## config.mk

```make
export PLATFORM = sky130hd
export DESIGN_NAME = flash_program_erase_sequencer
export DESIGN_NICKNAME = d
export VERILOG_FILES = /design/src/logic/flash_seq_pkg.sv /design/src/logic/flash_program_erase_sequencer.sv
export SDC_FILE = /design/constraint.sdc
export NUM_CORES = 1
export LEC_CHECK = 0
export BUFFER_PORTS_ARGS = -buffer_cell sky130_fd_sc_hd__buf_2
export CAP_MARGIN = 15
export CORE_MARGIN = 5
export CORE_UTILIZATION = 50
export DETAILED_ROUTE_END_ITERATION = 8
export PLACE_DENSITY = 0.82
export SLEW_MARGIN = 10
export SYNTH_ARGS = -nofsm -noshare
export SYNTH_HDL_FRONTEND = slang
export SYNTH_SLANG_ARGS = --single-unit
```

## constraint.sdc

```tcl
create_clock -name clk_sys -period 3 [get_ports clk_sys]
set_input_delay 0.45 -clock clk_sys [delete_from_list [all_inputs] [get_ports clk_sys]]
set_output_delay 0.45 -clock clk_sys [all_outputs]
set_load 0.05 [all_outputs]
```

## src/logic/flash_seq_pkg.sv

```systemverilog
package flash_seq_pkg;
  localparam logic [16:0] CTRL_OFS  = 17'h00000;
  localparam logic [16:0] WDOG_OFS  = 17'h00004;
  localparam logic [16:0] STAT_OFS  = 17'h00008;
  localparam int          ADDR_W    = 14;
  localparam logic [ADDR_W-1:0] ARR_LAST  = 14'h2fff;
  localparam logic [ADDR_W-1:0] HALF_LAST = 14'h17ff;
  localparam logic [ADDR_W-1:0] HALF_FRST = 14'h1800;
  localparam logic [3:0]  MARGIN_CNT = 4'h9;
  localparam logic [3:0]  NORMAL_CNT = 4'h1;
  localparam logic [7:0]  CTRL_RST   = 8'h00;
  localparam logic [1:0]  RESP_OKAY  = 2'b00;
  localparam logic [1:0]  RESP_SLVERR = 2'b10;

  typedef struct packed {
    logic [1:0] pump_div;
    logic [1:0] erase_size;
    logic       hv;
    logic       margin;
    logic       erase;
    logic       prog;
  } ctrl_t;

  typedef enum logic [1:0] {
    R_IDLE = 2'b00,
    R_WAIT = 2'b01,
    R_RESP = 2'b10
  } rd_state_t;

  // array window: bit 16 set, one flash byte per word
  function automatic logic arr_hit(input logic [16:0] a);
    arr_hit = a[16] && (a[1:0] == 2'b00) && (a[15:2] <= ARR_LAST);
  endfunction : arr_hit

  // {first, last} byte of the erase extent
  function automatic logic [2*ADDR_W-1:0] erase_span(input logic [1:0] sz, input logic [ADDR_W-1:0] a);
    case (sz)
      2'b00:   erase_span = {14'h0000, ARR_LAST};
      2'b01:   erase_span = (a <= HALF_LAST) ? {14'h0000, HALF_LAST} : {HALF_FRST, ARR_LAST};
      2'b10:   erase_span = {a[13:8], 8'h00, a[13:8], 8'hff};
      default: erase_span = {a[13:5], 5'h00, a[13:5], 5'h1f};
    endcase
  endfunction : erase_span
endpackage : flash_seq_pkg

```

## src/logic/flash_program_erase_sequencer.sv

```systemverilog
`timescale 1ns/1ps
module flash_program_erase_sequencer
  import flash_seq_pkg::*;
(
  input  wire logic              clk_sys,
  input  wire logic              rst,
  input  wire logic              awvalid,
  output logic                   awready,
  input  wire logic [16:0]       awaddr,
  input  wire logic              wvalid,
  output logic                   wready,
  input  wire logic [31:0]       wdata,
  input  wire logic [3:0]        wstrb,
  output logic                   bvalid,
  input  wire logic              bready,
  output logic [1:0]             bresp,
  input  wire logic              arvalid,
  output logic                   arready,
  input  wire logic [16:0]       araddr,
  output logic                   rvalid,
  input  wire logic              rready,
  output logic [31:0]            rdata,
  output logic [1:0]             rresp,
  output ctrl_t                  ctrl_q,
  output logic                   pump_clk_en_q,
  output logic [ADDR_W-1:0]      erase_lo_q,
  output logic [ADDR_W-1:0]      erase_hi_q,
  output logic                   prog_wr_q,
  output logic [ADDR_W-1:0]      prog_addr_q,
  output logic [7:0]             prog_data_q,
  output logic [ADDR_W-1:0]      page_base_q,
  output logic [7:0]             page_mask_q,
  output logic                   arr_rd_q,
  output logic [ADDR_W-1:0]      arr_addr_q,
  input  wire logic [7:0]        arr_rdata
);
  logic              aw_have_q, w_have_q, bvalid_q, rvalid_q;
  logic [16:0]       aw_addr_q;
  logic [31:0]       w_data_q, rdata_q, wdog_q;
  logic [1:0]        bresp_q, rresp_q, div_cnt_q, div_mask;
  logic [3:0]        stretch_q;
  logic              wr_fire, wr_arr, margin_rd_q, wstrb_q0;
  logic [ADDR_W-1:0] w_idx;
  rd_state_t         rd_st_q;
  ctrl_t             wc, nc;

  assign awready = ~aw_have_q & ~bvalid_q;
  assign wready  = ~w_have_q & ~bvalid_q;
  assign bvalid  = bvalid_q;
  assign bresp   = bresp_q;
  assign arready = (rd_st_q == R_IDLE);
  assign rvalid  = rvalid_q;
  assign rdata   = rdata_q;
  assign rresp   = rresp_q;

  assign wr_fire = aw_have_q & w_have_q & ~bvalid_q;
  assign wr_arr  = wr_fire & arr_hit(aw_addr_q);
  assign w_idx   = aw_addr_q[15:2];
  assign wc      = w_data_q[7:0];

  // write channels taken in either order, answered once both are held
  always_ff @(posedge clk_sys) begin
    if (rst) begin
      aw_have_q <= 1'b0;
      w_have_q  <= 1'b0;
      bvalid_q  <= 1'b0;
      bresp_q   <= RESP_OKAY;
      aw_addr_q <= 17'h00000;
      w_data_q  <= 32'h00000000;
    end else begin
      if (awvalid && awready) begin
        aw_have_q <= 1'b1;
        aw_addr_q <= awaddr;
      end
      if (wvalid && wready) begin
        w_have_q <= 1'b1;
        w_data_q <= wdata;
      end
      if (wr_fire) begin
        aw_have_q <= 1'b0;
        w_have_q  <= 1'b0;
        bvalid_q  <= 1'b1;
        bresp_q   <= (arr_hit(aw_addr_q) || aw_addr_q == CTRL_OFS || aw_addr_q == WDOG_OFS
                      || aw_addr_q == STAT_OFS) ? RESP_OKAY : RESP_SLVERR;
      end else if (bvalid_q && bready) begin
        bvalid_q <= 1'b0;
      end
    end
  end

  // control bits with their interlocks; status register is read-only
  always_comb begin
    nc            = wc;
    nc.prog       = wc.prog & ~wc.erase & ~ctrl_q.erase;
    nc.erase      = wc.erase & ~wc.prog & ~ctrl_q.prog;
    nc.hv         = wc.hv & (ctrl_q.prog | ctrl_q.erase) & (nc.prog | nc.erase);
    nc.margin     = wc.margin & ~nc.hv;
  end

  always_ff @(posedge clk_sys) begin
    if (rst) begin
      ctrl_q <= ctrl_t'(CTRL_RST);
    end else if (wr_fire && aw_addr_q == CTRL_OFS && wstrb_q0) begin
      ctrl_q <= nc;
    end
  end

  // byte lane 0 carries every control bit
  always_ff @(posedge clk_sys) begin
    if (rst) begin
      wstrb_q0 <= 1'b0;
    end else if (wvalid && wready) begin
      wstrb_q0 <= wstrb[0];
    end
  end

  // pump enable pulse; counter runs even with high voltage off
  always_comb begin
    case (ctrl_q.pump_div)
      2'b00:   div_mask = 2'b00;
      2'b11:   div_mask = 2'b11;
      default: div_mask = 2'b01;
    endcase
  end

  always_ff @(posedge clk_sys) begin
    if (rst) begin
      div_cnt_q     <= 2'b00;
      pump_clk_en_q <= 1'b0;
    end else begin
      div_cnt_q     <= (div_cnt_q + 2'b01) & div_mask;
      pump_clk_en_q <= (div_cnt_q == 2'b00);
    end
  end

  // erase extent latched from the one write into the block
  always_ff @(posedge clk_sys) begin
    if (rst) begin
      erase_lo_q <= 14'h0000;
      erase_hi_q <= 14'h0000;
    end else if (wr_arr && ctrl_q.erase && !ctrl_q.hv) begin
      {erase_lo_q, erase_hi_q} <= erase_span(ctrl_q.erase_size, w_idx);
    end
  end

  // program latches; a write to another page starts a fresh byte mask
  always_ff @(posedge clk_sys) begin
    if (rst) begin
      prog_wr_q   <= 1'b0;
      prog_addr_q <= 14'h0000;
      prog_data_q <= 8'h00;
      page_base_q <= 14'h0000;
      page_mask_q <= 8'h00;
    end else begin
      prog_wr_q <= 1'b0;
      if (wr_arr && ctrl_q.prog && !ctrl_q.hv) begin
        prog_wr_q   <= 1'b1;
        prog_addr_q <= w_idx;
        prog_data_q <= w_data_q[7:0];
        page_base_q <= {w_idx[13:3], 3'b000};
        page_mask_q <= ((w_idx[13:3] == page_base_q[13:3]) ? page_mask_q : 8'h00) | (8'h01 << w_idx[2:0]);
      end
    end
  end

  // free-running watchdog, also through stretched reads; a write to WDOG_OFS clears it
  always_ff @(posedge clk_sys) begin
    if (rst) begin
      wdog_q <= 32'h00000000;
    end else if (wr_fire && aw_addr_q == WDOG_OFS) begin
      wdog_q <= 32'h00000000;
    end else begin
      wdog_q <= wdog_q + 32'h00000001;
    end
  end

  // read path: array reads wait one cycle, margin reads eight more
  always_ff @(posedge clk_sys) begin
    if (rst) begin
      rd_st_q     <= R_IDLE;
      rvalid_q    <= 1'b0;
      rdata_q     <= 32'h00000000;
      rresp_q     <= RESP_OKAY;
      arr_rd_q    <= 1'b0;
      arr_addr_q  <= 14'h0000;
      stretch_q   <= 4'h0;
      margin_rd_q <= 1'b0;
    end else begin
      arr_rd_q <= 1'b0;
      case (rd_st_q)
        R_IDLE: begin
          if (arvalid) begin
            rresp_q <= RESP_OKAY;
            if (arr_hit(araddr)) begin
              arr_rd_q    <= 1'b1;
              arr_addr_q  <= araddr[15:2];
              margin_rd_q <= ctrl_q.margin;
              stretch_q   <= ctrl_q.margin ? MARGIN_CNT : NORMAL_CNT;
              rd_st_q     <= R_WAIT;
            end else begin
              rvalid_q <= 1'b1;
              rd_st_q  <= R_RESP;
              case (araddr)
                CTRL_OFS: rdata_q <= {24'h000000, ctrl_q};
                WDOG_OFS: rdata_q <= wdog_q;
                STAT_OFS: rdata_q <= {2'b00, page_base_q, page_mask_q, 8'h00};
                default: begin
                  rdata_q <= 32'h00000000;
                  rresp_q <= RESP_SLVERR;
                end
              endcase
            end
          end
        end
        R_WAIT: begin
          if (stretch_q == NORMAL_CNT) begin
            rdata_q  <= {24'h000000, arr_rdata};
            rvalid_q <= 1'b1;
            rd_st_q  <= R_RESP;
          end else begin
            stretch_q <= stretch_q - 4'h1;
          end
        end
        R_RESP: begin
          if (rready) begin
            rvalid_q <= 1'b0;
            rd_st_q  <= R_IDLE;
          end
        end
        default: rd_st_q <= R_IDLE;
      endcase
    end
  end
endmodule : flash_program_erase_sequencer

```

==> summary.txt, run 1 <==
Reg2reg setup slack -> 0.69 ns
Drt drc -> 0
Post-Syn Area -> 7620 sq um
Launch point of the worst reg-to-reg path -> stretch_q[1]
Worst Path Class, Setup -> register to register
Core Rows -> 45
GR Util All Layers -> 23.3%
Starting density of the core -> 50.5%
First-pass GRT wire length -> 33.6 mm
FFs w/ async S/R, synth -> 0%
Post-synth top area share -> 46.8%
Fin worst setup slack -> 0.689 ns
Crit Path Max Fanout -> 24
Clock slew at reported path FFs -> 0.07 ns
I/O pins -> 223
Fin crit period -> 2.31 ns
Comb pwr share -> 7.5%
CP Launch Point -> stretch_q[1]
Routed wire per std cell -> 16.9 um
Buffer depth of the longest clock path -> 2
Top FF cell, synth -> dfxtp_1
Share of layout cells above drive strength 1 -> 22.8%
Setup TNS -> 0 ns
Clock power share -> 44.0%
CTS H-Tree Depth -> 4
Post-route clock skew -> 0.00455 ns
Largest net degree at the start of global routing -> 44
DP Wirelength -> 15.0 mm
CTS tree -> done
Synth Register Bits -> 178
Total number of vias -> 7,112
Crit-path cells -> inv_1, ha_1, nor3b_1, nand2_2, nor3b_2, buf_4, a22o_1
Hold Fails Final Rpt -> 0
Seq pwr share -> 48.4%
CP Capture Type -> register
Synth Area per Inst -> 8.48 sq um
Number of synthesized flops with an enable pin -> 0
Yosys warns -> 0
Sink of the worst hold path -> aw_addr_q[12]
Status -> complete, no violations
Clk Latency, worst-skew pair -> 0.43 ns
Max-cap viol count -> 0
Clk sinks -> 178
Nets -> 1,128
Antenna-violating nets left -> 0
Final slew viol count -> 0
Worst-Margin Slew -> 0.780 ns
# port buffers -> 185
Largest area contributor in the netlist -> dfxtp_1
Static Leak -> 3.71 nW
Die height -> 133 um
Slew HR -> 48.0%
Min-delay src -> awaddr[12]
Fmax -> 433 MHz
Vias in the first global route -> 6,659
CTS-repair resized insts -> 0
CTS buffer count -> 17
Post-Synthesis Cells -> 899
Net switching fraction of the power -> 24.7%
Switching pwr -> 1.26 mW
Unique cell type count in the Yosys netlist -> 57
Setup Viol. Count Final -> 0
Buffer count from post-CTS setup fixing -> 0
Count leader, synth -> dfxtp_1
Pwr per Cell Area -> 560 nW/um^2
FF-to-FF End -> rdata[18]
Pre-Repair DR Iteration Count -> 5
Root Driver -> clkbuf_16
DR iter-0 viols -> 654
Place WS -> 0.719 ns
Dominant cells by area after synthesis -> dfxtp_1 47%, nand2_1 7.7%, a21oi_1 7.5%, buf_4 2.6%, xor2_1 2.3%
Most frequent cells after synthesis -> 178 x dfxtp_1, 156 x nand2_1, 114 x a21oi_1, 43 x nor2_1, 40 x clkbuf_1
Hold buffers post-CTS -> 0
Reg2Reg Depth -> 7
Final period util -> 77.0%
Via-per-instance ratio -> 5.74
Core area -> 15,100 sq um
Full die area -> 17,800 sq um
Worst Hold Depth -> 3
Pint -> 3.82 mW
Final wirelength -> 20.9 mm
Number of inserted diodes -> 0
HP Class -> input pin to register
Worst endpoint required time -> 3.33 ns
RSZ-0062 raised after global routing -> false
Share of the yosys chip area belonging to registers -> 46.8%
Max incr delay on CP -> 0.55 ns
Initial antenna violation count -> 0
GRT Residual Overflow -> 0
Area Overhead vs Synth -> 19.0%
Type of origin of the critical path -> register
Peak supply drop -> 419 uV
Slowest library cell on the worst path -> nor3b_1
Chip Width -> 133 um
Final GP Congestion -> 0.873
Worst EP arrival -> 2.64 ns
-- flip-flops by register name, summed over array words and instances, names as in the netlist, 2 cells and up --
| name | count |
|---|---|
| arr_addr_q | 14 |
| aw_addr_q | 17 |
| ctrl_q | 8 |
| div_cnt_q | 2 |
| erase_hi_q | 10 |
| erase_lo_q | 9 |
| page_mask_q | 8 |
| prog_addr_q | 14 |
| prog_data_q | 8 |
| rd_st_q | 2 |
| rdata | 32 |
| stretch_q | 4 |
| w_data_q | 8 |
| wdog_q | 32 |
-- kinds of logic (layout without fill, tap and decap cells) --
kind of cell	Yosys count	count (layout)	synth area share [%]
AO/OA/AOI/OAI	228	228	18.5
XOR/XNOR	22	22	2.53
adder cells (fa/ha/maj)	4	4	0.657
buffers and inverters	98	241	6.47
flip-flops	178	178	46.8
multiplexers	16	16	2.10
other	1	10	0.0492
AND/OR/NAND/NOR	352	352	22.9
-- worst max path at each step --
stage | end | slack [ns]
final | rdata[18] | 0.69
after detailed placement | rdata[30] | 0.72
after global placement | rdata[16] | 0.82
after CTS | rdata[30] | 0.70
after global routing | rdata[18] | 0.58
after floorplan | aw_addr_q[11] | 0.72
-- final cells by class --
class | instances | area [sq um]
fillers | 1346 | 6020
multi-input cells | 632 | 3600
flip-flops and latches | 178 | 3560
repair buffers | 199 | 1030
clock buffers | 18 | 429
well taps | 188 | 235
clock inverters | 13 | 161
inverters | 11 | 41.3
-- power by group through the flow --
| stage | Clock (mW) | Combinational [mW] | Sequential (mW) |
|---|---|---|---|
| finish | 2.24 | 0.382 | 2.46 |
| global route | 2.37 | 0.419 | 2.47 |
| CTS | 2.26 | 0.381 | 2.46 |
| detailed placement | 0 | 0.380 | 2.51 |
| global placement | 0 | 0.373 | 2.51 |
| floorplan | 0 | 0.259 | 2.52 |
-- metal layers --
metal / global-route usage, % / up-vias / routed length, um
li1: - / 3460 / -
met1: 29.7 / 3349 / 8820
met2: 38.4 / 263 / 10100
met3: 5.29 / 40 / 1510
met4: 9.31 / 0 / 534
met5: 0 / - / 0
-- per-stage QoR --
stage | utilization (%) | hold slack (ns) | std cells | area, sq um | power (mW)
5_1_grt | 60.1 | 0.247 | 1239 | 9060 | 5.25
4_1_cts | 60.1 | 0.237 | 1239 | 9060 | 5.10
2_1_floorplan | - | 0.401 | 908 | 7650 | 2.78
3_5_place_dp | 56.2 | 0.435 | 1208 | 8470 | 2.89
3_3_place_gp | 56.2 | 0.409 | 1208 | 8470 | 2.88
6_report | 60.1 | 0.255 | 1239 | 9060 | 5.08
-- worst max-delay path: cells and delay by family (launching register included) --
| family | cells | cell delay, ns |
|---|---|---|
| simple gates | 3 | 1.15 |
| compound gates | 1 | 0.25 |
| buf+inv | 2 | 0.32 |
| fa+ha+maj | 1 | 0.15 |
| flops | 1 | 0.33 |
-- cell usage in the layout (no fill, tap or decap), drive strengths merged, types with 8 or more instances in the layout --
cell type / instances
buf: 199
dfxtp: 178
nand2: 157
a21oi: 115
nor2: 43
nand3: 26
nor3: 23
xor2: 20
a22oi: 19
o2bb2ai: 19
nand4: 18
o21ai: 18
clkbuf: 18
mux2i: 16
o31ai: 13
or4: 13
inv: 13
and4: 12
and2: 11
a211oi: 11
conb: 10
or3: 9
o22ai: 9
nor4: 8
nor2b: 8
Power figures use the tool's default switching activity.
==> run 2, diff against run 1 <==
==> constraint.sdc (replaced) <==
create_clock -name clk_sys -period 2.3 [get_ports clk_sys]
set_input_delay 0.345 -clock clk_sys [delete_from_list [all_inputs] [get_ports clk_sys]]
set_output_delay 0.345 -clock clk_sys [all_outputs]
set_load 0.05 [all_outputs]
==> run 2 against run 1 <==
Net effect: highest routed layer unchanged; non-clock buffer count grew 11; final cell count rose by 0.81%; sequential power increased by 30%; flip-flop and latch count did not move; register-to-register slack worse by 0.35 ns; design area is 1.2% higher; die area unchanged.
==> summary.txt, run 2 (same netlist as run 1, synthesis figures left out) <==
Antenna-violating nets left -> 0
Max incr delay on CP -> 0.40 ns
Net switching fraction of the power -> 24.6%
Final period util -> 85.3%
RSZ-0062 raised after global routing -> false
Nets -> 1,139
Buffer count from post-CTS setup fixing -> 0
Static Leak -> 3.79 nW
Slowest library cell on the worst path -> nor4_1
Worst endpoint required time -> 2.60 ns
Reg2reg setup slack -> 0.34 ns
Chip Width -> 133 um
Crit-path cells -> nor4_1, nand4_1, o21ai_2, buf_4, a21oi_1
Status -> complete, no violations
Starting density of the core -> 50.5%
I/O pins -> 223
Type of origin of the critical path -> register
Most used routing layer in global routing -> met2
M1 GR Usage -> 29.7%
Hold buffers post-CTS -> 0
Core area -> 15,100 sq um
DP Wirelength -> 14.8 mm
Pwr per Cell Area -> 731 nW/um^2
Clk Latency, worst-skew pair -> 0.44 ns
Clk sinks -> 178
Worst-Margin Slew -> 0.656 ns
Commonest non-fill, non-tap cell in the layout -> buf_2
Via-per-instance ratio -> 5.65
Buffer depth of the longest clock path -> 2
Met2 Usage GRT -> 37.6%
Slew HR -> 56.3%
CTS H-Tree Depth -> 4
Comb pwr share -> 7.8%
Most frequent cells in the layout -> 184 x buf_2, 178 x dfxtp_1, 156 x nand2_1, 114 x a21oi_1, 43 x nor2_1
Worst Path Class, Setup -> register to register
Worst path buffer plus inverter count -> 1
Total number of vias -> 7,062
GRT Residual Overflow -> 0
Fmax -> 510 MHz
Final GP Congestion -> 0.873
Root Driver -> clkbuf_16
# port buffers -> 185
CTS-repair resized insts -> 0
Fin crit period -> 1.96 ns
Cell family with most CP delay -> simple AND/OR/NAND/NOR gates
Core Rows -> 45
CTS tree -> done
Full die area -> 17,800 sq um
Routed wire per std cell -> 17.0 um
Initial antenna violation count -> 0
Final wirelength -> 21.2 mm
Die height -> 133 um
Pint -> 5.06 mW
Setup TNS -> 0 ns
Post-route clock skew -> 0.00809 ns
Hold Fails Final Rpt -> 0
GR Util All Layers -> 23.4%
Crit Path Max Fanout -> 31
Area Overhead vs Synth -> 20.4%
Switching pwr -> 1.65 mW
Layout fillers -> 1,284
Clock power share -> 44.6%
HP Class -> input pin to register
Power, Total -> 6.71 mW
Seq pwr share -> 47.6%
Max-cap viol count -> 0
CTS buffer count -> 17
Drt drc -> 0
Vias in the first global route -> 6,547
Share of layout cells above drive strength 1 -> 23.7%
Hold WS -> 0.142 ns
Final slew viol count -> 0
Clock slew at reported path FFs -> 0.07 ns
Largest net degree at the start of global routing -> 90
Peak supply drop -> 529 uV
Setup Viol. Count Final -> 0
Pre-Repair DR Iteration Count -> 5
Worst EP arrival -> 2.26 ns
Met3 usage -> 6.27%
First-pass GRT wire length -> 33.6 mm
DR iter-0 viols -> 603
CP Capture Type -> register
Number of inserted diodes -> 0
-- run 2: changes by cell type in the layout (fill, tap and decap cells not counted), sizes merged --
cell / before / now
buf: 199 / 210
clkbuf: 18 / 19
clkinvlp: 4 / 1
clkinv: 4 / 5
-- run 2: per-stage QoR --
step	instances	utilization, %	setup WS (ns)	cell area [sq um]
finish	1249	60.8	0.338	9180
global route	1249	60.8	0.128	9180
CTS	1249	60.8	0.340	9180
detailed placement	1219	56.8	0.342	8570
global placement	1219	56.8	0.399	8570
floorplan	908	-	0.0162	7650
-- run 2: area by class of cell --
| cell class | count | area (sq um) | area share (%) |
|---|---|---|---|
| sequential | 178 | 3560 | 38.8 |
| inverter | 11 | 41.3 | 0.450 |
| tap | 188 | 235 | 2.56 |
| timing repair buffer | 210 | 1130 | 12.3 |
| clock inverter | 11 | 155 | 1.69 |
| clock buffer | 19 | 453 | 4.94 |
| multi-input combinational | 632 | 3600 | 39.2 |
-- run 2: power by group through the flow --
| stage | clock (mW) | combinational (mW) | sequential [mW] |
|---|---|---|---|
| 4_1_cts | 3.01 | 0.519 | 3.20 |
| 6_report | 2.99 | 0.522 | 3.20 |
| 3_3_place_gp | 0 | 0.508 | 3.26 |
| 3_5_place_dp | 0 | 0.516 | 3.27 |
| 5_1_grt | 3.16 | 0.570 | 3.20 |
| 2_1_floorplan | 0 | 0.338 | 3.29 |
-- run 2: path summary, 6_finish.rpt --
kind,startpoint,endpoint,cells past startpoint
max,aw_addr_q[5],wdog_q[13],5
min,wdata[2],w_data_q[2],3
max reg2reg,aw_addr_q[5],wdog_q[13],5
min reg2reg,div_cnt_q[0],div_cnt_q[0],1
-- run 2: per-layer routing --
layer | up-vias | part of all wire (%)
li1 | 3478 | -
met1 | 3275 | 42
met2 | 256 | 48
met3 | 53 | 6.9
met4 | 0 | 3.4
met5 | - | 0
-- run 2: worst reg2reg max path: cells and delay by family, from the launching register on --
family	cells	cell delay, ns
buffers and inverters	1	0.34
and+or+nand+nor	2	0.79
DFF	1	0.36
AOI/OAI and AO/OA	2	0.34
